==> config.mk <==
export PLATFORM = sky130hd
export DESIGN_NAME = csp_codec_port
export DESIGN_NICKNAME = d
export VERILOG_FILES = /design/src/csp_pkg.sv /design/src/csp_codec_port.sv
export VERILOG_INCLUDE_DIRS = /design/src
export SDC_FILE = /design/constraint.sdc
export NUM_CORES = 1
export LEC_CHECK = 0
export ABC_CLOCK_PERIOD_IN_PS = 10850
export BUFFER_PORTS_ARGS = -buffer_cell sky130_fd_sc_hd__buf_2
export CAP_MARGIN = 0
export CORE_MARGIN = 2
export CORE_UTILIZATION = 25
export CTS_CLUSTER_SIZE = 28
export DETAILED_ROUTE_END_ITERATION = 10
export GPL_TIMING_DRIVEN = 0
export SLEW_MARGIN = 20
export SYNTH_ARGS = -nofsm -noshare
export SYNTH_HDL_FRONTEND = slang
export SYNTH_SLANG_ARGS = --single-unit
==> constraint.sdc <==
create_clock -name clk -period 10.85 [get_ports clk]
set_clock_uncertainty 0.1 [all_clocks]
set_input_delay 1.085 -clock clk [delete_from_list [all_inputs] [get_ports clk]]
set_output_delay 1.085 -clock clk [all_outputs]
set_load 0.01 [all_outputs]
==> src/csp_cfg.svh <==
//
// Contract
// - four codec wires: bit clock, frame sync, serial in, serial out
// - clock_direction high drives the bit clock from the divisor, else input
// - sync_direction high drives frame sync from frame settings, else input
// - out_float high floats the serial output when it carries no data
// - sync_clock_select picks system clock or bit clock for frame sync
// - loopback feeds outgoing bits to the receiver, ignoring serial input
// - transmitter and receiver each run only while their own enable is set
// - interrupt on transmit or receive FIFO becoming empty or full
// - interrupt on transmit or receive overrun when enabled
// - interrupt when a complete sample is received, apart from FIFO events
// - generated frame sync divides its clock by the 8-bit frame divisor
// - first data bit starts data_delay bit clocks after frame sync
// - generated bit clock divides the system clock by twice (8-bit divisor + 1)
// - tx_edge_sel high shifts out on falling edge, low on rising
// - rx_edge_sel high samples on rising edge, low on falling
// - sync_length high gives one-cycle frame sync, low a square wave
// - word_width_sel high gives 32-bit shift registers, low 16-bit
// - word type selects single, control+data, control+2 data or stereo
// - frames_per_sample sets words per sample and sample-ready level
// - frame sync marks the first bit of a word; input sync is sampled
// - one bit received and one bit sent each bit clock period
// - transmit writes feed the serializer; received words fill receive data
// - status flags set on source rising edge, cleared by status read
// - status bits from 0: tx empty, tx full, rx empty, rx full, ready, tx ovr, rx ovr
// - 32-bit words take two 16-bit writes or reads, high half first
// - generated bit clock has a 50% duty cycle from a counter
`ifndef CSP_CFG_SVH
`define CSP_CFG_SVH
// register indices, byte address is index times four
`define CSP_IDX_CTRL 16'hec00
`define CSP_IDX_FRM  16'hec02
`define CSP_IDX_SCK  16'hec04
`define CSP_IDX_STS  16'hec06
`define CSP_IDX_TX   16'hec08
`define CSP_IDX_RX   16'hec0a
// reset values
`define CSP_RST_CTRL 16'h0800
`define CSP_RST_FRM  16'h0096
`define CSP_RST_SCK  16'h401f
// codec_control bits
`define CSP_C_TEN  0
`define CSP_C_REN  1
`define CSP_C_ITE  2
`define CSP_C_ITF  3
`define CSP_C_ITO  4
`define CSP_C_IRE  5
`define CSP_C_IRF  6
`define CSP_C_IRS  7
`define CSP_C_IRO  8
`define CSP_C_CLOCK_DIRECTION 9
`define CSP_C_SYNC_DIRECTION 10
`define CSP_C_OUT_FLOAT 11
`define CSP_C_FSC  12
`define CSP_C_LOOP 13
// serial_clock_control bits
`define CSP_S_TES 8
`define CSP_S_RES 9
`define CSP_S_FRL 10
`define CSP_S_DWS 11
`define CSP_S_WT  13:12
`define CSP_S_FPS 15:14
`define CSP_S_SD  7:0
// frame_control fields
`define CSP_F_FD 7:0
`define CSP_F_DD 15:8
// last bit index for each word width
`define CSP_LAST16 5'h0f
`define CSP_LAST32 5'h1f
`endif

==> src/csp_pkg.sv <==
package csp_pkg;
	// frame sequencer states
	typedef enum logic [2:0]
	{
		CSP_IDLE  = 3'b001,
		CSP_DELAY = 3'b010,
		CSP_SHIFT = 3'b100
	} csp_state_t;
	// pin levels into the port
	typedef struct packed
	{
		logic sclk;
		logic fs;
		logic sdi;
	} csp_pin_in_t;
	// pin drives, enables low while driving
	typedef struct packed
	{
		logic sclk;
		logic sclkOeN;
		logic fs;
		logic fsOeN;
		logic sdo;
		logic sdoOeN;
	} csp_pin_out_t;
endpackage : csp_pkg

==> src/csp_codec_port.sv <==
`timescale 1ns/100ps
`include "csp_cfg.svh"
module csp_codec_port #(
	parameter int DEPTH = 4,
	parameter int PTRW  = 2
)(
	// system
	input  wire logic                  clk,
	input  wire logic                  rst,
	// apb slave
	input  wire logic                  psel,
	input  wire logic                  penable,
	input  wire logic                  pwrite,
	input  wire logic [17:0]           paddr,
	input  wire logic [31:0]           pwdata,
	output logic                       pready,
	output logic      [31:0]           prdata,
	output logic                       pslverr,
	// codec pins
	input  wire csp_pkg::csp_pin_in_t  pinIn,
	output csp_pkg::csp_pin_out_t      pinOut,
	// interrupt request
	output logic                       irq
);
	//--------------------------------------------------
	// declarations
	//--------------------------------------------------
	logic [15:0]         ctrl;
	logic [15:0]         frm;
	logic [15:0]         sck;
	logic [6:0]          flags;
	logic [6:0]          snap;
	logic [6:0]          sets;
	logic [6:0]          prevCond;
	logic [6:0]          cond;
	logic [15:0]         regIdx;
	logic                apbDone;
	logic                mapped;
	logic [31:0]         next_rdata;
	logic [31:0]         txMem [DEPTH];
	logic [31:0]         rxMem [DEPTH];
	logic [PTRW-1:0]     txWr;
	logic [PTRW-1:0]     txRd;
	logic [PTRW-1:0]     rxWr;
	logic [PTRW-1:0]     rxRd;
	logic [PTRW:0]       txCnt;
	logic [PTRW:0]       rxCnt;
	logic                txFull;
	logic                txEmpty;
	logic                rxFull;
	logic                rxEmpty;
	logic                txHalf;
	logic                rxHalf;
	logic [15:0]         txHold;
	logic                txWrite;
	logic                txPush;
	logic                txOvr;
	logic                txPop;
	logic                rxPush;
	logic                rxOvr;
	logic                rxPop;
	logic [31:0]         rxWord;
	logic [7:0]          divCnt;
	logic                genClk;
	logic                bitQ;
	logic                bitPrev;
	logic                bitRise;
	logic                bitFall;
	logic [7:0]          fsCnt;
	logic [7:0]          fdMax;
	logic                fsTick;
	logic                fsGen;
	logic                next_fsGen;
	logic                fsLvl;
	logic                fsSamp;
	logic                frameStart;
	csp_pkg::csp_state_t state;
	logic [7:0]          dlyCnt;
	logic [1:0]          words;
	logic [4:0]          lastBit;
	logic                txEdge;
	logic                rxEdge;
	logic [4:0]          txBit;
	logic [4:0]          rxBit;
	logic [1:0]          txWords;
	logic [1:0]          rxWords;
	logic [31:0]         txShift;
	logic [31:0]         rxShift;
	logic [31:0]         txLoad;
	logic                sdoBit;
	logic                sdoValid;
	logic                rxIn;
	logic [2:0]          fpsLevel;
	logic                inShift;
	logic                txStart;
	logic                rxStep;
	logic                rxLast;

	// ring pointer step
	function automatic logic [PTRW-1:0] csp_inc(input logic [PTRW-1:0] p);
		if (p == PTRW'(DEPTH - 1))
			csp_inc = '0;
		else
			csp_inc = p + 1'b1;
	endfunction : csp_inc

	//--------------------------------------------------
	// control fields
	//--------------------------------------------------
	assign txFull   = (txCnt == (PTRW+1)'(DEPTH));
	assign txEmpty  = (txCnt == '0);
	assign rxFull   = (rxCnt == (PTRW+1)'(DEPTH));
	assign rxEmpty  = (rxCnt == '0);
	assign lastBit  = sck[`CSP_S_DWS] ? `CSP_LAST32 : `CSP_LAST16;
	assign fdMax    = (frm[`CSP_F_FD] == 8'h00) ? 8'h00
	                : frm[`CSP_F_FD] - 8'h01;
	assign fpsLevel = 3'(sck[`CSP_S_FPS]) + 3'h1;
	// words per frame from the word type
	always_comb
	begin
		case (sck[`CSP_S_WT])
			2'h1:    words = 2'h2;
			2'h2:    words = 2'h3;
			default: words = 2'h1;
		endcase
	end

	//--------------------------------------------------
	// apb slave
	//--------------------------------------------------
	assign regIdx  = paddr[17:2];
	assign apbDone = psel & penable & pready;

	// one wait state, answer registered
	always_ff @(posedge clk)
	begin
		if (rst)
			pready <= 1'b0;
		else
			pready <= psel & penable & ~pready;
	end

	// read data mux and address decode
	always_comb
	begin
		next_rdata = 32'h0000_0000;
		mapped     = 1'b1;
		if (regIdx == `CSP_IDX_CTRL)
			next_rdata = {16'h0000, ctrl};
		else if (regIdx == `CSP_IDX_FRM)
			next_rdata = {16'h0000, frm};
		else if (regIdx == `CSP_IDX_SCK)
			next_rdata = {16'h0000, sck};
		else if (regIdx == `CSP_IDX_STS)
			next_rdata = {25'h0, flags};
		else if (regIdx == `CSP_IDX_TX)
			next_rdata = 32'h0000_0000;
		else if (regIdx == `CSP_IDX_RX)
		begin
			if (rxEmpty)
				next_rdata = 32'h0000_0000;
			else if (sck[`CSP_S_DWS] & ~rxHalf)
				next_rdata = {16'h0000, rxMem[rxRd][31:16]};
			else
				next_rdata = {16'h0000, rxMem[rxRd][15:0]};
		end
		else
			mapped = 1'b0;
	end

	// capture read data in the first access cycle
	always_ff @(posedge clk)
	begin
		if (rst)
		begin
			prdata  <= 32'h0000_0000;
			pslverr <= 1'b0;
			snap    <= 7'h00;
		end
		else if (psel & penable & ~pready)
		begin
			prdata  <= next_rdata;
			pslverr <= ~mapped;
			snap    <= flags;
		end
	end

	// control register writes
	always_ff @(posedge clk)
	begin
		if (rst)
		begin
			ctrl <= `CSP_RST_CTRL;
			frm  <= `CSP_RST_FRM;
			sck  <= `CSP_RST_SCK;
		end
		else if (apbDone & pwrite)
		begin
			if (regIdx == `CSP_IDX_CTRL)
				ctrl <= pwdata[15:0];
			else if (regIdx == `CSP_IDX_FRM)
				frm <= pwdata[15:0];
			else if (regIdx == `CSP_IDX_SCK)
				sck <= pwdata[15:0];
		end
	end

	//--------------------------------------------------
	// transmit fifo
	//--------------------------------------------------
	assign txWrite = apbDone & pwrite & (regIdx == `CSP_IDX_TX);
	assign txPush  = txWrite & (~sck[`CSP_S_DWS] | txHalf) & ~txFull;
	assign txOvr   = txWrite & (~sck[`CSP_S_DWS] | txHalf) & txFull;

	// half-word pairing, high half written first
	always_ff @(posedge clk)
	begin
		if (rst | ~sck[`CSP_S_DWS])
		begin
			txHalf <= 1'b0;
			txHold <= 16'h0000;
		end
		else if (txWrite)
		begin
			txHalf <= ~txHalf;
			txHold <= pwdata[15:0];
		end
	end

	// storage and pointers
	always_ff @(posedge clk)
	begin
		if (rst)
		begin
			txWr  <= '0;
			txRd  <= '0;
			txCnt <= '0;
		end
		else
		begin
			if (txPush)
			begin
				txMem[txWr] <= sck[`CSP_S_DWS] ? {txHold, pwdata[15:0]}
				                               : {16'h0000, pwdata[15:0]};
				txWr <= csp_inc(txWr);
			end
			if (txPop)
				txRd <= csp_inc(txRd);
			txCnt <= txCnt + (PTRW+1)'(txPush) - (PTRW+1)'(txPop);
		end
	end

	//--------------------------------------------------
	// receive fifo
	//--------------------------------------------------
	assign rxPop = apbDone & ~pwrite & (regIdx == `CSP_IDX_RX)
	             & (~sck[`CSP_S_DWS] | rxHalf) & ~rxEmpty;

	// read pairing, high half delivered first
	always_ff @(posedge clk)
	begin
		if (rst | ~sck[`CSP_S_DWS])
			rxHalf <= 1'b0;
		else if (apbDone & ~pwrite & (regIdx == `CSP_IDX_RX) & ~rxEmpty)
			rxHalf <= ~rxHalf;
	end

	// storage and pointers
	always_ff @(posedge clk)
	begin
		if (rst)
		begin
			rxWr  <= '0;
			rxRd  <= '0;
			rxCnt <= '0;
		end
		else
		begin
			if (rxPush)
			begin
				rxMem[rxWr] <= rxWord;
				rxWr        <= csp_inc(rxWr);
			end
			if (rxPop)
				rxRd <= csp_inc(rxRd);
			rxCnt <= rxCnt + (PTRW+1)'(rxPush) - (PTRW+1)'(rxPop);
		end
	end

	//--------------------------------------------------
	// bit clock
	//--------------------------------------------------
	// divider, half period is divisor plus one clocks
	always_ff @(posedge clk)
	begin
		if (rst | ~ctrl[`CSP_C_CLOCK_DIRECTION])
		begin
			divCnt <= 8'h00;
			genClk <= 1'b0;
		end
		else if (divCnt == sck[`CSP_S_SD])
		begin
			divCnt <= 8'h00;
			genClk <= ~genClk;
		end
		else
			divCnt <= divCnt + 8'h01;
	end

	// pick the shift clock and find its edges
	always_ff @(posedge clk)
	begin
		if (rst)
		begin
			bitQ    <= 1'b0;
			bitPrev <= 1'b0;
		end
		else
		begin
			bitQ    <= ctrl[`CSP_C_CLOCK_DIRECTION] ? genClk : pinIn.sclk;
			bitPrev <= bitQ;
		end
	end

	assign bitRise = bitQ & ~bitPrev;
	assign bitFall = ~bitQ & bitPrev;
	assign txEdge  = sck[`CSP_S_TES] ? bitFall : bitRise;
	assign rxEdge  = sck[`CSP_S_RES] ? bitRise : bitFall;

	//--------------------------------------------------
	// frame sync
	//--------------------------------------------------
	assign fsTick = ctrl[`CSP_C_FSC] | bitRise;

	// generated sync waveform
	always_comb
	begin
		if (sck[`CSP_S_FRL])
			next_fsGen = (fsCnt == 8'h00);
		else
			next_fsGen = (fsCnt < ((fdMax >> 1) + 8'h01));
	end

	// divisor counter
	always_ff @(posedge clk)
	begin
		if (rst)
		begin
			fsCnt <= 8'h00;
			fsGen <= 1'b0;
		end
		else
		begin
			if (fsTick)
				fsCnt <= (fsCnt >= fdMax) ? 8'h00 : fsCnt + 8'h01;
			fsGen <= next_fsGen;
		end
	end

	assign fsLvl      = ctrl[`CSP_C_SYNC_DIRECTION] ? fsGen : pinIn.fs;
	assign frameStart = bitRise & (fsLvl != fsSamp)
	                  & (fsLvl | (sck[`CSP_S_WT] == 2'h3));

	// sync sampled on each rising bit clock
	always_ff @(posedge clk)
	begin
		if (rst)
			fsSamp <= 1'b0;
		else if (bitRise)
			fsSamp <= fsLvl;
	end

	//--------------------------------------------------
	// frame sequencer
	//--------------------------------------------------
	// shifting starts on the very edge that ends the delay
	assign inShift = frameStart ? (frm[`CSP_F_DD] == 8'h00)
	               : (state == csp_pkg::CSP_SHIFT)
	               | ((state == csp_pkg::CSP_DELAY) & bitRise
	                  & (dlyCnt == 8'h00));

	always_ff @(posedge clk)
	begin
		if (rst)
		begin
			state  <= csp_pkg::CSP_IDLE;
			dlyCnt <= 8'h00;
		end
		else if (frameStart)
		begin
			dlyCnt <= frm[`CSP_F_DD] - 8'h01;
			if (frm[`CSP_F_DD] == 8'h00)
				state <= csp_pkg::CSP_SHIFT;
			else
				state <= csp_pkg::CSP_DELAY;
		end
		else
		begin
			case (state)
				csp_pkg::CSP_DELAY:
					if (bitRise)
					begin
						if (dlyCnt == 8'h00)
							state <= csp_pkg::CSP_SHIFT;
						else
							dlyCnt <= dlyCnt - 8'h01;
					end
				csp_pkg::CSP_SHIFT:
					if ((rxWords == words) & (txWords == words)
					    & (txBit == 5'h00))
						state <= csp_pkg::CSP_IDLE;
				default:
					state <= csp_pkg::CSP_IDLE;
			endcase
		end
	end

	//--------------------------------------------------
	// transmitter
	//--------------------------------------------------
	assign txLoad = sck[`CSP_S_DWS] ? txMem[txRd]
	                                : {txMem[txRd][15:0], 16'h0000};
	assign txStart = inShift & txEdge
	               & (frameStart | ((txBit == 5'h00) & (txWords != words)));
	assign txPop   = txStart & ctrl[`CSP_C_TEN] & ~txEmpty;

	// serializer, msb first
	always_ff @(posedge clk)
	begin
		if (rst | (frameStart & ~txStart))
		begin
			txBit    <= 5'h00;
			txWords  <= 2'h0;
			txShift  <= 32'h0000_0000;
			sdoValid <= 1'b0;
			if (rst)
				sdoBit <= 1'b0;
		end
		else if (txStart)
		begin
			txWords  <= (frameStart ? 2'h0 : txWords) + 2'h1;
			txBit    <= 5'h01;
			sdoValid <= txPop;
			sdoBit   <= txPop & txLoad[31];
			txShift  <= txPop ? {txLoad[30:0], 1'b0} : 32'h0000_0000;
		end
		else if ((state != csp_pkg::CSP_SHIFT)
		         | (txEdge & (txBit == 5'h00)))
			sdoValid <= 1'b0;
		else if (txEdge)
		begin
			sdoBit  <= txShift[31];
			txShift <= {txShift[30:0], 1'b0};
			txBit   <= (txBit == lastBit) ? 5'h00 : txBit + 5'h01;
		end
	end

	//--------------------------------------------------
	// receiver
	//--------------------------------------------------
	assign rxIn   = ctrl[`CSP_C_LOOP] ? sdoBit : pinIn.sdi;
	assign rxWord = sck[`CSP_S_DWS] ? {rxShift[30:0], rxIn}
	                                : {16'h0000, rxShift[14:0], rxIn};
	assign rxStep = inShift & rxEdge & (frameStart | (rxWords != words));
	assign rxLast = ~frameStart & (rxBit == lastBit);
	assign rxPush = rxStep & rxLast & ctrl[`CSP_C_REN] & ~rxFull;
	assign rxOvr  = rxStep & rxLast & ctrl[`CSP_C_REN] & rxFull;

	// deserializer
	always_ff @(posedge clk)
	begin
		if (rst | (frameStart & ~rxStep))
		begin
			rxBit   <= 5'h00;
			rxWords <= 2'h0;
			rxShift <= 32'h0000_0000;
		end
		else if (rxStep)
		begin
			rxShift <= {rxShift[30:0], rxIn};
			if (rxLast)
			begin
				rxBit   <= 5'h00;
				rxWords <= rxWords + 2'h1;
			end
			else
			begin
				rxBit   <= (frameStart ? 5'h00 : rxBit) + 5'h01;
				rxWords <= frameStart ? 2'h0 : rxWords;
			end
		end
	end

	//--------------------------------------------------
	// status flags and interrupt
	//--------------------------------------------------
	assign cond = {1'b0, 1'b0,
	               rxCnt >= (PTRW+1)'(fpsLevel),
	               rxFull, rxEmpty, txFull, txEmpty};
	assign sets = {rxOvr, txOvr, cond[4:0] & ~prevCond[4:0]};

	// sticky flags, a new event beats the read clear
	always_ff @(posedge clk)
	begin
		if (rst)
		begin
			flags    <= 7'h00;
			prevCond <= 7'h05;
		end
		else
		begin
			prevCond <= cond;
			if (apbDone & ~pwrite & (regIdx == `CSP_IDX_STS))
				flags <= (flags & ~snap) | sets;
			else
				flags <= flags | sets;
		end
	end

	// masked request
	always_ff @(posedge clk)
	begin
		if (rst)
			irq <= 1'b0;
		else
			irq <= |(flags & {ctrl[`CSP_C_IRO], ctrl[`CSP_C_ITO],
			                  ctrl[`CSP_C_IRS], ctrl[`CSP_C_IRF],
			                  ctrl[`CSP_C_IRE], ctrl[`CSP_C_ITF],
			                  ctrl[`CSP_C_ITE]});
	end

	//--------------------------------------------------
	// pin drivers
	//--------------------------------------------------
	always_ff @(posedge clk)
	begin
		if (rst)
			pinOut <= 6'b010101;
		else
		begin
			pinOut.sclk    <= genClk;
			pinOut.sclkOeN <= ~ctrl[`CSP_C_CLOCK_DIRECTION];
			pinOut.fs      <= fsGen;
			pinOut.fsOeN   <= ~ctrl[`CSP_C_SYNC_DIRECTION];
			pinOut.sdo     <= sdoBit;
			pinOut.sdoOeN  <= ctrl[`CSP_C_OUT_FLOAT] & ~sdoValid;
		end
	end
endmodule : csp_codec_port

==> results of run 1 <==
==> worst min-delay path by stage <==
stage / slack (ns) / cells past startpoint / end
floorplan: 0.30 / 1 / pinOut[2]
global placement: 0.34 / 2 / txHold[0]
detailed placement: 0.34 / 2 / txHold[2]
CTS: 0.35 / 2 / txHold[2]
global route: 0.38 / 2 / snap[6]
finish: 0.35 / 2 / txHold[2]
==> power by group <==
group	internal (W)	switching (W)	leakage (nW)
Clock	0.000990	0.000729	0.790
Combinational	0.0000382	0.0000906	3.24
Sequential	0.00196	0.00000944	4.52
Total	0.00299	0.000829	8.55
==> routing by layer <==
metal	wire [µm]	share of wire, %	up-vias
met5	21	0.035	-
met4	1210	2.0	4
met3	4600	7.7	102
met2	27400	46	570
met1	26600	44	7400
li1	-	-	6756
==> placed cells by master (no fill, tap or decap), types with 9 or more instances in the layout <==
cell and n:
or2_2 14, a31oi_1 10, nand3_1 28, a221oi_1 16, edfxtp_1 257, nor2b_1 14, buf_4 19, o221a_2 13
xor2_1 15, a311oi_1 18, clkbuf_1 96, ha_1 45, clkinv_2 11, mux2i_1 61, or3_1 10, mux4_2 64
conb_1 16, buf_2 71, nand2b_1 12, nor4_1 9, mux2_2 35, xnor2_1 29, buf_1 10, nand4_1 25
o21ai_0 47, and2_1 35, nor2_1 122, a21oi_1 121, nor3_1 39, clkbuf_16 49, inv_1 32, dfxtp_1 237
nand2_1 207, a211oi_1 12
==> worst max-delay path: stages (launching register included) <==
cell and delay (ns):
dfxtp_1 0.37, or4_1 0.60, nor4_1 0.87, nand2_1 0.31, o21a_4 0.25, buf_6 0.15
clkbuf_1 0.23, nor2_1 0.37, ha_1 0.30, inv_1 0.06, ha_1 0.15, inv_1 0.06
fa_1 0.39, xor2_1 0.19, xnor2_1 0.14, nor2_1 0.05
==> stage by stage <==
step | hold slack, ns | power (W) | std cells
after detailed placement | 0.342 | 0.00214 | 2984
after CTS | 0.351 | 0.00384 | 3074
after global routing | 0.378 | 0.00393 | 3074
final | 0.350 | 0.00382 | 3075
after global placement | 0.337 | 0.00213 | 2975
after floorplan | 0.296 | 0.00208 | 1780
==> layout make-up <==
class,count,share of cell area (%)
antenna,1,0.0101
clock inverter,29,1.24
tap,1134,5.71
inverter,32,0.483
timing repair buffer,70,1.99
clock buffer,61,5.19
sequential,494,50.1
multi-input combinational,1128,33.0
buffer,126,2.28
==> logic make-up after synthesis <==
family | Yosys count
buffers and inverters | 158
and+or+nand+nor | 565
adders and majority gates | 47
AOI/OAI and AO/OA | 296
DFF | 494
xor gates and xnor gates | 44
muxes | 160
other | 1
==> registers in the layout (all words and copies together) (netlist names), 3 cells and up, named ones only <==
name	count
rxCnt	3
rxShift	31
frm	16
txHold	16
rxMem	128
ctrl	16
sck	16
txMem	128
txBit	5
rxBit	5
state	3
prevCond	5
snap	7
divCnt	8
txCnt	3
prdata	16
txShift	31
pinOut	6
dlyCnt	8
flags	7
fsCnt	8
==> results.py, run 1 <==
metrics = {
    "outcome": {
        "status": "finished, final reports clean",
    },
    "cts": {
        "cts_htree_levels": 2,
        "cts_inserted_buffers": 48,
        "cts_resized": 0,
        "clk_latency_ns": 0.57,
        "post-cts-setup-buffers": 0,
        "cts_tree": "done",
        "cts_num_sinks": 494,
        "clock-root-buffer": "clkbuf_16",
        "clockBufferDepth": 3,
        "path_clk_slew_ns": 0.06,
        "cts_hold_buf": 0,
    },
    "logic_synthesis": {
        "yosys_warnings": 0,
        "yosysTopAreaCell": "edfxtp_1",
        "yosysSeqAreaShare_pct": 58.6,
        "synth_common_cells": "257 x edfxtp_1, 237 x dfxtp_1, 207 x nand2_1",
        "synthCells": 1765,
        "synthAdderAreaFrac_pct": 2.84,
        "ys_top_cells_by_area": "edfxtp_1 36%, dfxtp_1 22%, mux4_2 6.8%",
        "synth.most_common_cell": "edfxtp_1",
        "avgSynthCellArea_um2": 12.0,
        "ys_ff_latch": 494,
        "synth_top_family_by_area": "simple AND/OR/NAND/NOR gates",
        "yosys_most_used_dff": "edfxtp_1",
        "yosysUniqueCellTypes": 70,
        "synth_compound_area_share_pct": 9.19,
        "synth_area_um2": 21300,
        "synth.area.mux_share_pct": 11.5,
        "synth_top_area_share_pct": 36.3,
        "async_flop_share_pct": 0,
        "synth_edf_count": 257,
        "synth_xor_area_share_pct": 1.81,
        "synthSimpleGateAreaFrac_pct": 12.8,
    },
    "global_routing": {
        "grt_max_degree": 25,
        "antenna_found_initial": 5,
        "grt_pass1_vias": 14860,
        "busiest_layer": "met2",
        "use_met2_pct": 21.8,
        "grt_pass1_wl_um": 90300,
        "grt_use_total_pct": 13.5,
        "grt.overflow.total": 0,
        "met3_usage_pct": 2.62,
        "globalRouteMet1Util_pct": 18.5,
    },
    "placement": {
        "place.port_buffers": 61,
        "place_area_um2": 23300,
        "place.gp.congestion": 0.902,
        "place_ws_ns": 6.05,
        "place_hpwl_um": 43100,
    },
    "min_path": {
        "worst_hold_path_type": "reg2reg",
        "min_from": "txHold[2]",
    },
    "worst_setup_path": {
        "arrival_ns": 5.08,
        "timing.rr.start": "frm[8]",
        "cp-end-kind": "register",
        "critPathKind": "reg2reg",
        "start_kind": "register",
        "r2r_cells": 15,
        "cp_max_fo": 10,
        "cp-startpoint": "frm[8]",
        "r2r_setup_slack_ns": 6.10,
        "crit_required_ns": 11.18,
        "crit_path_end": "txCnt[2]",
        "worstReg2RegEnd": "txCnt[2]",
    },
    "timing": {
        "setup_ws_ns": 6.10,
        "fin_crit_ns": 4.75,
        "maxSlewHeadroom_pct": 29.8,
        "finalSetupTns_ns": 0,
        "slew_viol_final": 0,
        "max_freq_mhz": 211,
        "hold_viol": 0,
        "rsz0062_at_grt": "no",
        "setup_viol_count_final": 0,
        "worst_pin_slew_ns": 1.04,
        "fin_crit_sh_pct": 43.8,
    },
    "floorplan": {
        "fp.dieH_um": 296,
        "ios": 99,
        "dieArea_um2": 87400,
        "std_cell_rows": 106,
        "start_util_pct": 25.3,
        "core-area_um2": 84000,
        "die_w_um": 296,
    },
    "route": {
        "drt_first_pass_iters": 7,
        "antenna_left": 0,
        "drt-initial-drc-count": 1560,
        "wire_per_inst_um": 19.5,
        "num_vias": 14832,
        "vias_per_cell": 4.82,
        "wl_um": 59800,
        "drc": 0,
    },
    "cells_and_area": {
        "n_fill_cell": 8523,
        "design_area_um2": 24900,
        "layout-drive-gt1-share_pct": 16.8,
        "regArea_um2": 12500,
        "final_util_pct": 29.6,
        "area_growth_syn_to_layout_pct": 17.0,
        "fin_nets": 2005,
        "multiInputGateArea_um2": 8200,
    },
    "power": {
        "ir_worst_vdd_mv": 0.0982,
        "pwr_density_cell_nw_per_um2": 153,
        "p_leak_nw": 8.55,
    },
    "run": {
        "maxCapViolations": 0,
    },
}
Power figures use the tool's default switching activity.
==> run 2: changes to the inputs <==
--- a/config.mk
+++ b/config.mk
@@ -6,7 +6,7 @@
 export SDC_FILE = /design/constraint.sdc
 export NUM_CORES = 1
 export LEC_CHECK = 0
-export ABC_CLOCK_PERIOD_IN_PS = 10850
+export ABC_CLOCK_PERIOD_IN_PS = 4300
 export BUFFER_PORTS_ARGS = -buffer_cell sky130_fd_sc_hd__buf_2
 export CAP_MARGIN = 0
 export CORE_MARGIN = 2
==> constraint.sdc (replaced) <==
create_clock -name clk -period 4.3 [get_ports clk]
set_clock_uncertainty 0.1 [all_clocks]
set_input_delay 0.43 -clock clk [delete_from_list [all_inputs] [get_ports clk]]
set_output_delay 0.43 -clock clk [all_outputs]
set_load 0.01 [all_outputs]
==> run 2 against run 1 <==
Against the previous run: die area unchanged; cell count hardly changed; via count up 0.34%; critical path depth is 1 lower; global-route usage about the same; fmax grew 17%; sequential cell count did not move; first-iteration DRC count increased by 2.2%; critical endpoint unchanged; power increased to 2.5 times the previous value; core utilization barely moved; worst hold slack worse by 0.23 ns; register-to-register slack got worse by 5.9 ns.
==> results.py, run 2 (synthesis gave the netlist of run 1 again) <==
metrics = {
    "timing": {
        "fin_crit_ns": 4.05,
        "hold_viol": 0,
        "setup_viol_count_final": 0,
        "max_freq_mhz": 247,
        "maxSlewHeadroom_pct": 33.5,
        "worst_pin_slew_ns": 0.989,
        "slew_viol_final": 0,
        "rsz0062_at_grt": "no",
        "fin_crit_sh_pct": 94.2,
    },
    "floorplan": {
        "core-area_um2": 84000,
        "dieArea_um2": 87400,
        "std_cell_rows": 106,
        "fp.dieH_um": 296,
        "die_w_um": 296,
        "ios": 99,
        "start_util_pct": 25.3,
    },
    "power": {
        "p_comb_share_pct": 3.4,
        "ir_worst_vdd_mv": 0.246,
        "power.total_w": 0.00963,
        "seq_power_share_pct": 51.6,
        "pwr_density_cell_nw_per_um2": 387,
        "clkPwrFrac_pct": 45.0,
        "p_leak_nw": 8.58,
        "p_switching_w": 0.00209,
        "switching_share_pct": 21.7,
        "power.internal_w": 0.00754,
    },
    "worst_setup_path": {
        "crit_required_ns": 4.62,
        "r2r_setup_slack_ns": 0.25,
        "worstPathCellList": "or4_4 -> or4_4 -> a211o_4 -> o21a_4 -> buf_6 -> nor2_4 -> ha_1 -> inv_1 -> ha_1 -> inv_1 -> fa_1 -> xor2_1 -> xnor2_1 -> nor2_1",
        "cp-end-kind": "register",
        "cp-startpoint": "dlyCnt[0]",
        "worstReg2RegEnd": "txCnt[2]",
        "cp_max_fo": 19,
        "timing.rr.start": "dlyCnt[0]",
        "start_kind": "register",
        "slowest_stage": "or4_4",
        "r2r_cells": 14,
        "arrival_ns": 4.38,
        "critPathKind": "reg2reg",
        "slowest_delay_ns": 0.59,
    },
    "cts": {
        "clk_latency_ns": 0.57,
        "cts_htree_levels": 2,
        "cts_inserted_buffers": 48,
        "path_clk_slew_ns": 0.06,
        "post-cts-setup-buffers": 0,
        "cts_tree": "done",
        "clock-root-buffer": "clkbuf_16",
        "clockBufferDepth": 3,
        "cts_num_sinks": 494,
    },
    "route": {
        "vias_per_cell": 4.84,
        "antenna_left": 0,
        "drt-initial-drc-count": 1594,
        "drc": 0,
        "drt_first_pass_iters": 6,
        "num_vias": 14882,
        "wire_per_inst_um": 19.5,
        "wl_um": 59900,
    },
    "cells_and_area": {
        "area_growth_syn_to_layout_pct": 17.0,
        "fin_nets": 2004,
        "layout_common_cells": "257 x edfxtp_1, 237 x dfxtp_1, 207 x nand2_1",
        "layout-drive-gt1-share_pct": 16.9,
        "final_util_pct": 29.6,
        "layout_commonest_cell": "edfxtp_1",
        "reg_top3": "rxMem: 128 flops, txMem: 128 flops",
    },
    "placement": {
        "place.port_buffers": 61,
        "place.gp.congestion": 0.902,
        "place_hpwl_um": 43100,
    },
    "global_routing": {
        "antenna_found_initial": 5,
        "grt_max_degree": 25,
        "grt.overflow.total": 0,
        "grt_pass1_vias": 14882,
        "grt_use_total_pct": 13.5,
        "grt_pass1_wl_um": 90400,
    },
    "min_path": {
        "min_from": "pwdata[13]",
        "holdPathStages": 3,
        "holdPathEnd": "ctrl[13]",
        "worst_hold_path_type": "in2reg",
    },
    "run": {
        "maxCapViolations": 0,
    },
    "outcome": {
        "status": "finished, final reports clean",
    },
}
[run 2: changes by cell type in the layout (fill, tap and decap cells not counted)]
| cell | delta |
|---|---|
| nor2_1 | -1 |
| nor4_2 | +1 |
| nor2_4 | +1 |
| clkbuf_1 | -1 |
| nor4_1 | -1 |
[run 2: cell type report]
type / count / area, µm²
Fill cell: 8523 / 59100
Multi-Input combinational cell: 1128 / 8220
Inverter: 32 / 120
Timing Repair Buffer: 70 / 495
Sequential cell: 494 / 12500
Clock inverter: 29 / 309
Antenna cell: 1 / 2.50
Clock buffer: 61 / 1290
Tap cell: 1134 / 1420
Buffer: 125 / 564
[run 2: what timing repair did]
action	in CTS	in global routing
hold buffers	0	0
gates resized for setup	3	0
pin swaps	0	0
setup endpoints to repair	2	1
[run 2: critical path, delay by kind of cell (launching register included)]
family,cells,cell delay (ns)
buffers and inverters,3,0.29
AOI/OAI and AO/OA,2,0.67
adders and majority gates,3,0.79
DFF,1,0.34
xor gates and xnor gates,2,0.33
and+or+nand+nor,4,1.37
[run 2: power by group through the flow]
stage	Sequential [W]	Clock (W)	Combinational, W
4_1_cts	0.00497	0.00441	0.000320
2_1_floorplan	0.00507	0	0.000172
6_report	0.00497	0.00433	0.000325
3_5_place_dp	0.00507	0	0.000318
3_3_place_gp	0.00507	0	0.000312
5_1_grt	0.00497	0.00460	0.000350
[run 2: through the flow]
stage | hold slack [ns] | setup TNS (ns) | worst slack (ns) | cell area, µm² | cells
floorplan | 0.296 | 0 | 0.514 | 21300 | 1780
global placement | 0.337 | -67.77 | -0.284 | 23000 | 2975
detailed placement | 0.342 | -0.472 | -0.350 | 23300 | 2984
CTS | 0.106 | 0 | 0.00506 | 24900 | 3074
global route | 0.107 | 0 | 0.117 | 24900 | 3073
finish | 0.117 | 0 | 0.248 | 24900 | 3074
[run 2: metal layers]
metal	global-route usage [%]	up-vias	share of wire, %
met5	0	-	0.035
met4	3.49	4	2.1
met3	2.62	102	7.4
met2	21.8	533	46
met1	18.5	7483	45
li1	-	6760	-
[run 2: worst max-delay path by stage]
stage / to / slack [ns] / cells after the start
final: txCnt[2] / 0.25 / 14
after global routing: txCnt[2] / 0.12 / 14
after CTS: txCnt[2] / 0.005 / 15
after detailed placement: txCnt[2] / -0.35 / 15
after global placement: txMem[0][5] / -0.28 / 8
after floorplan: txCnt[2] / 0.51 / 15
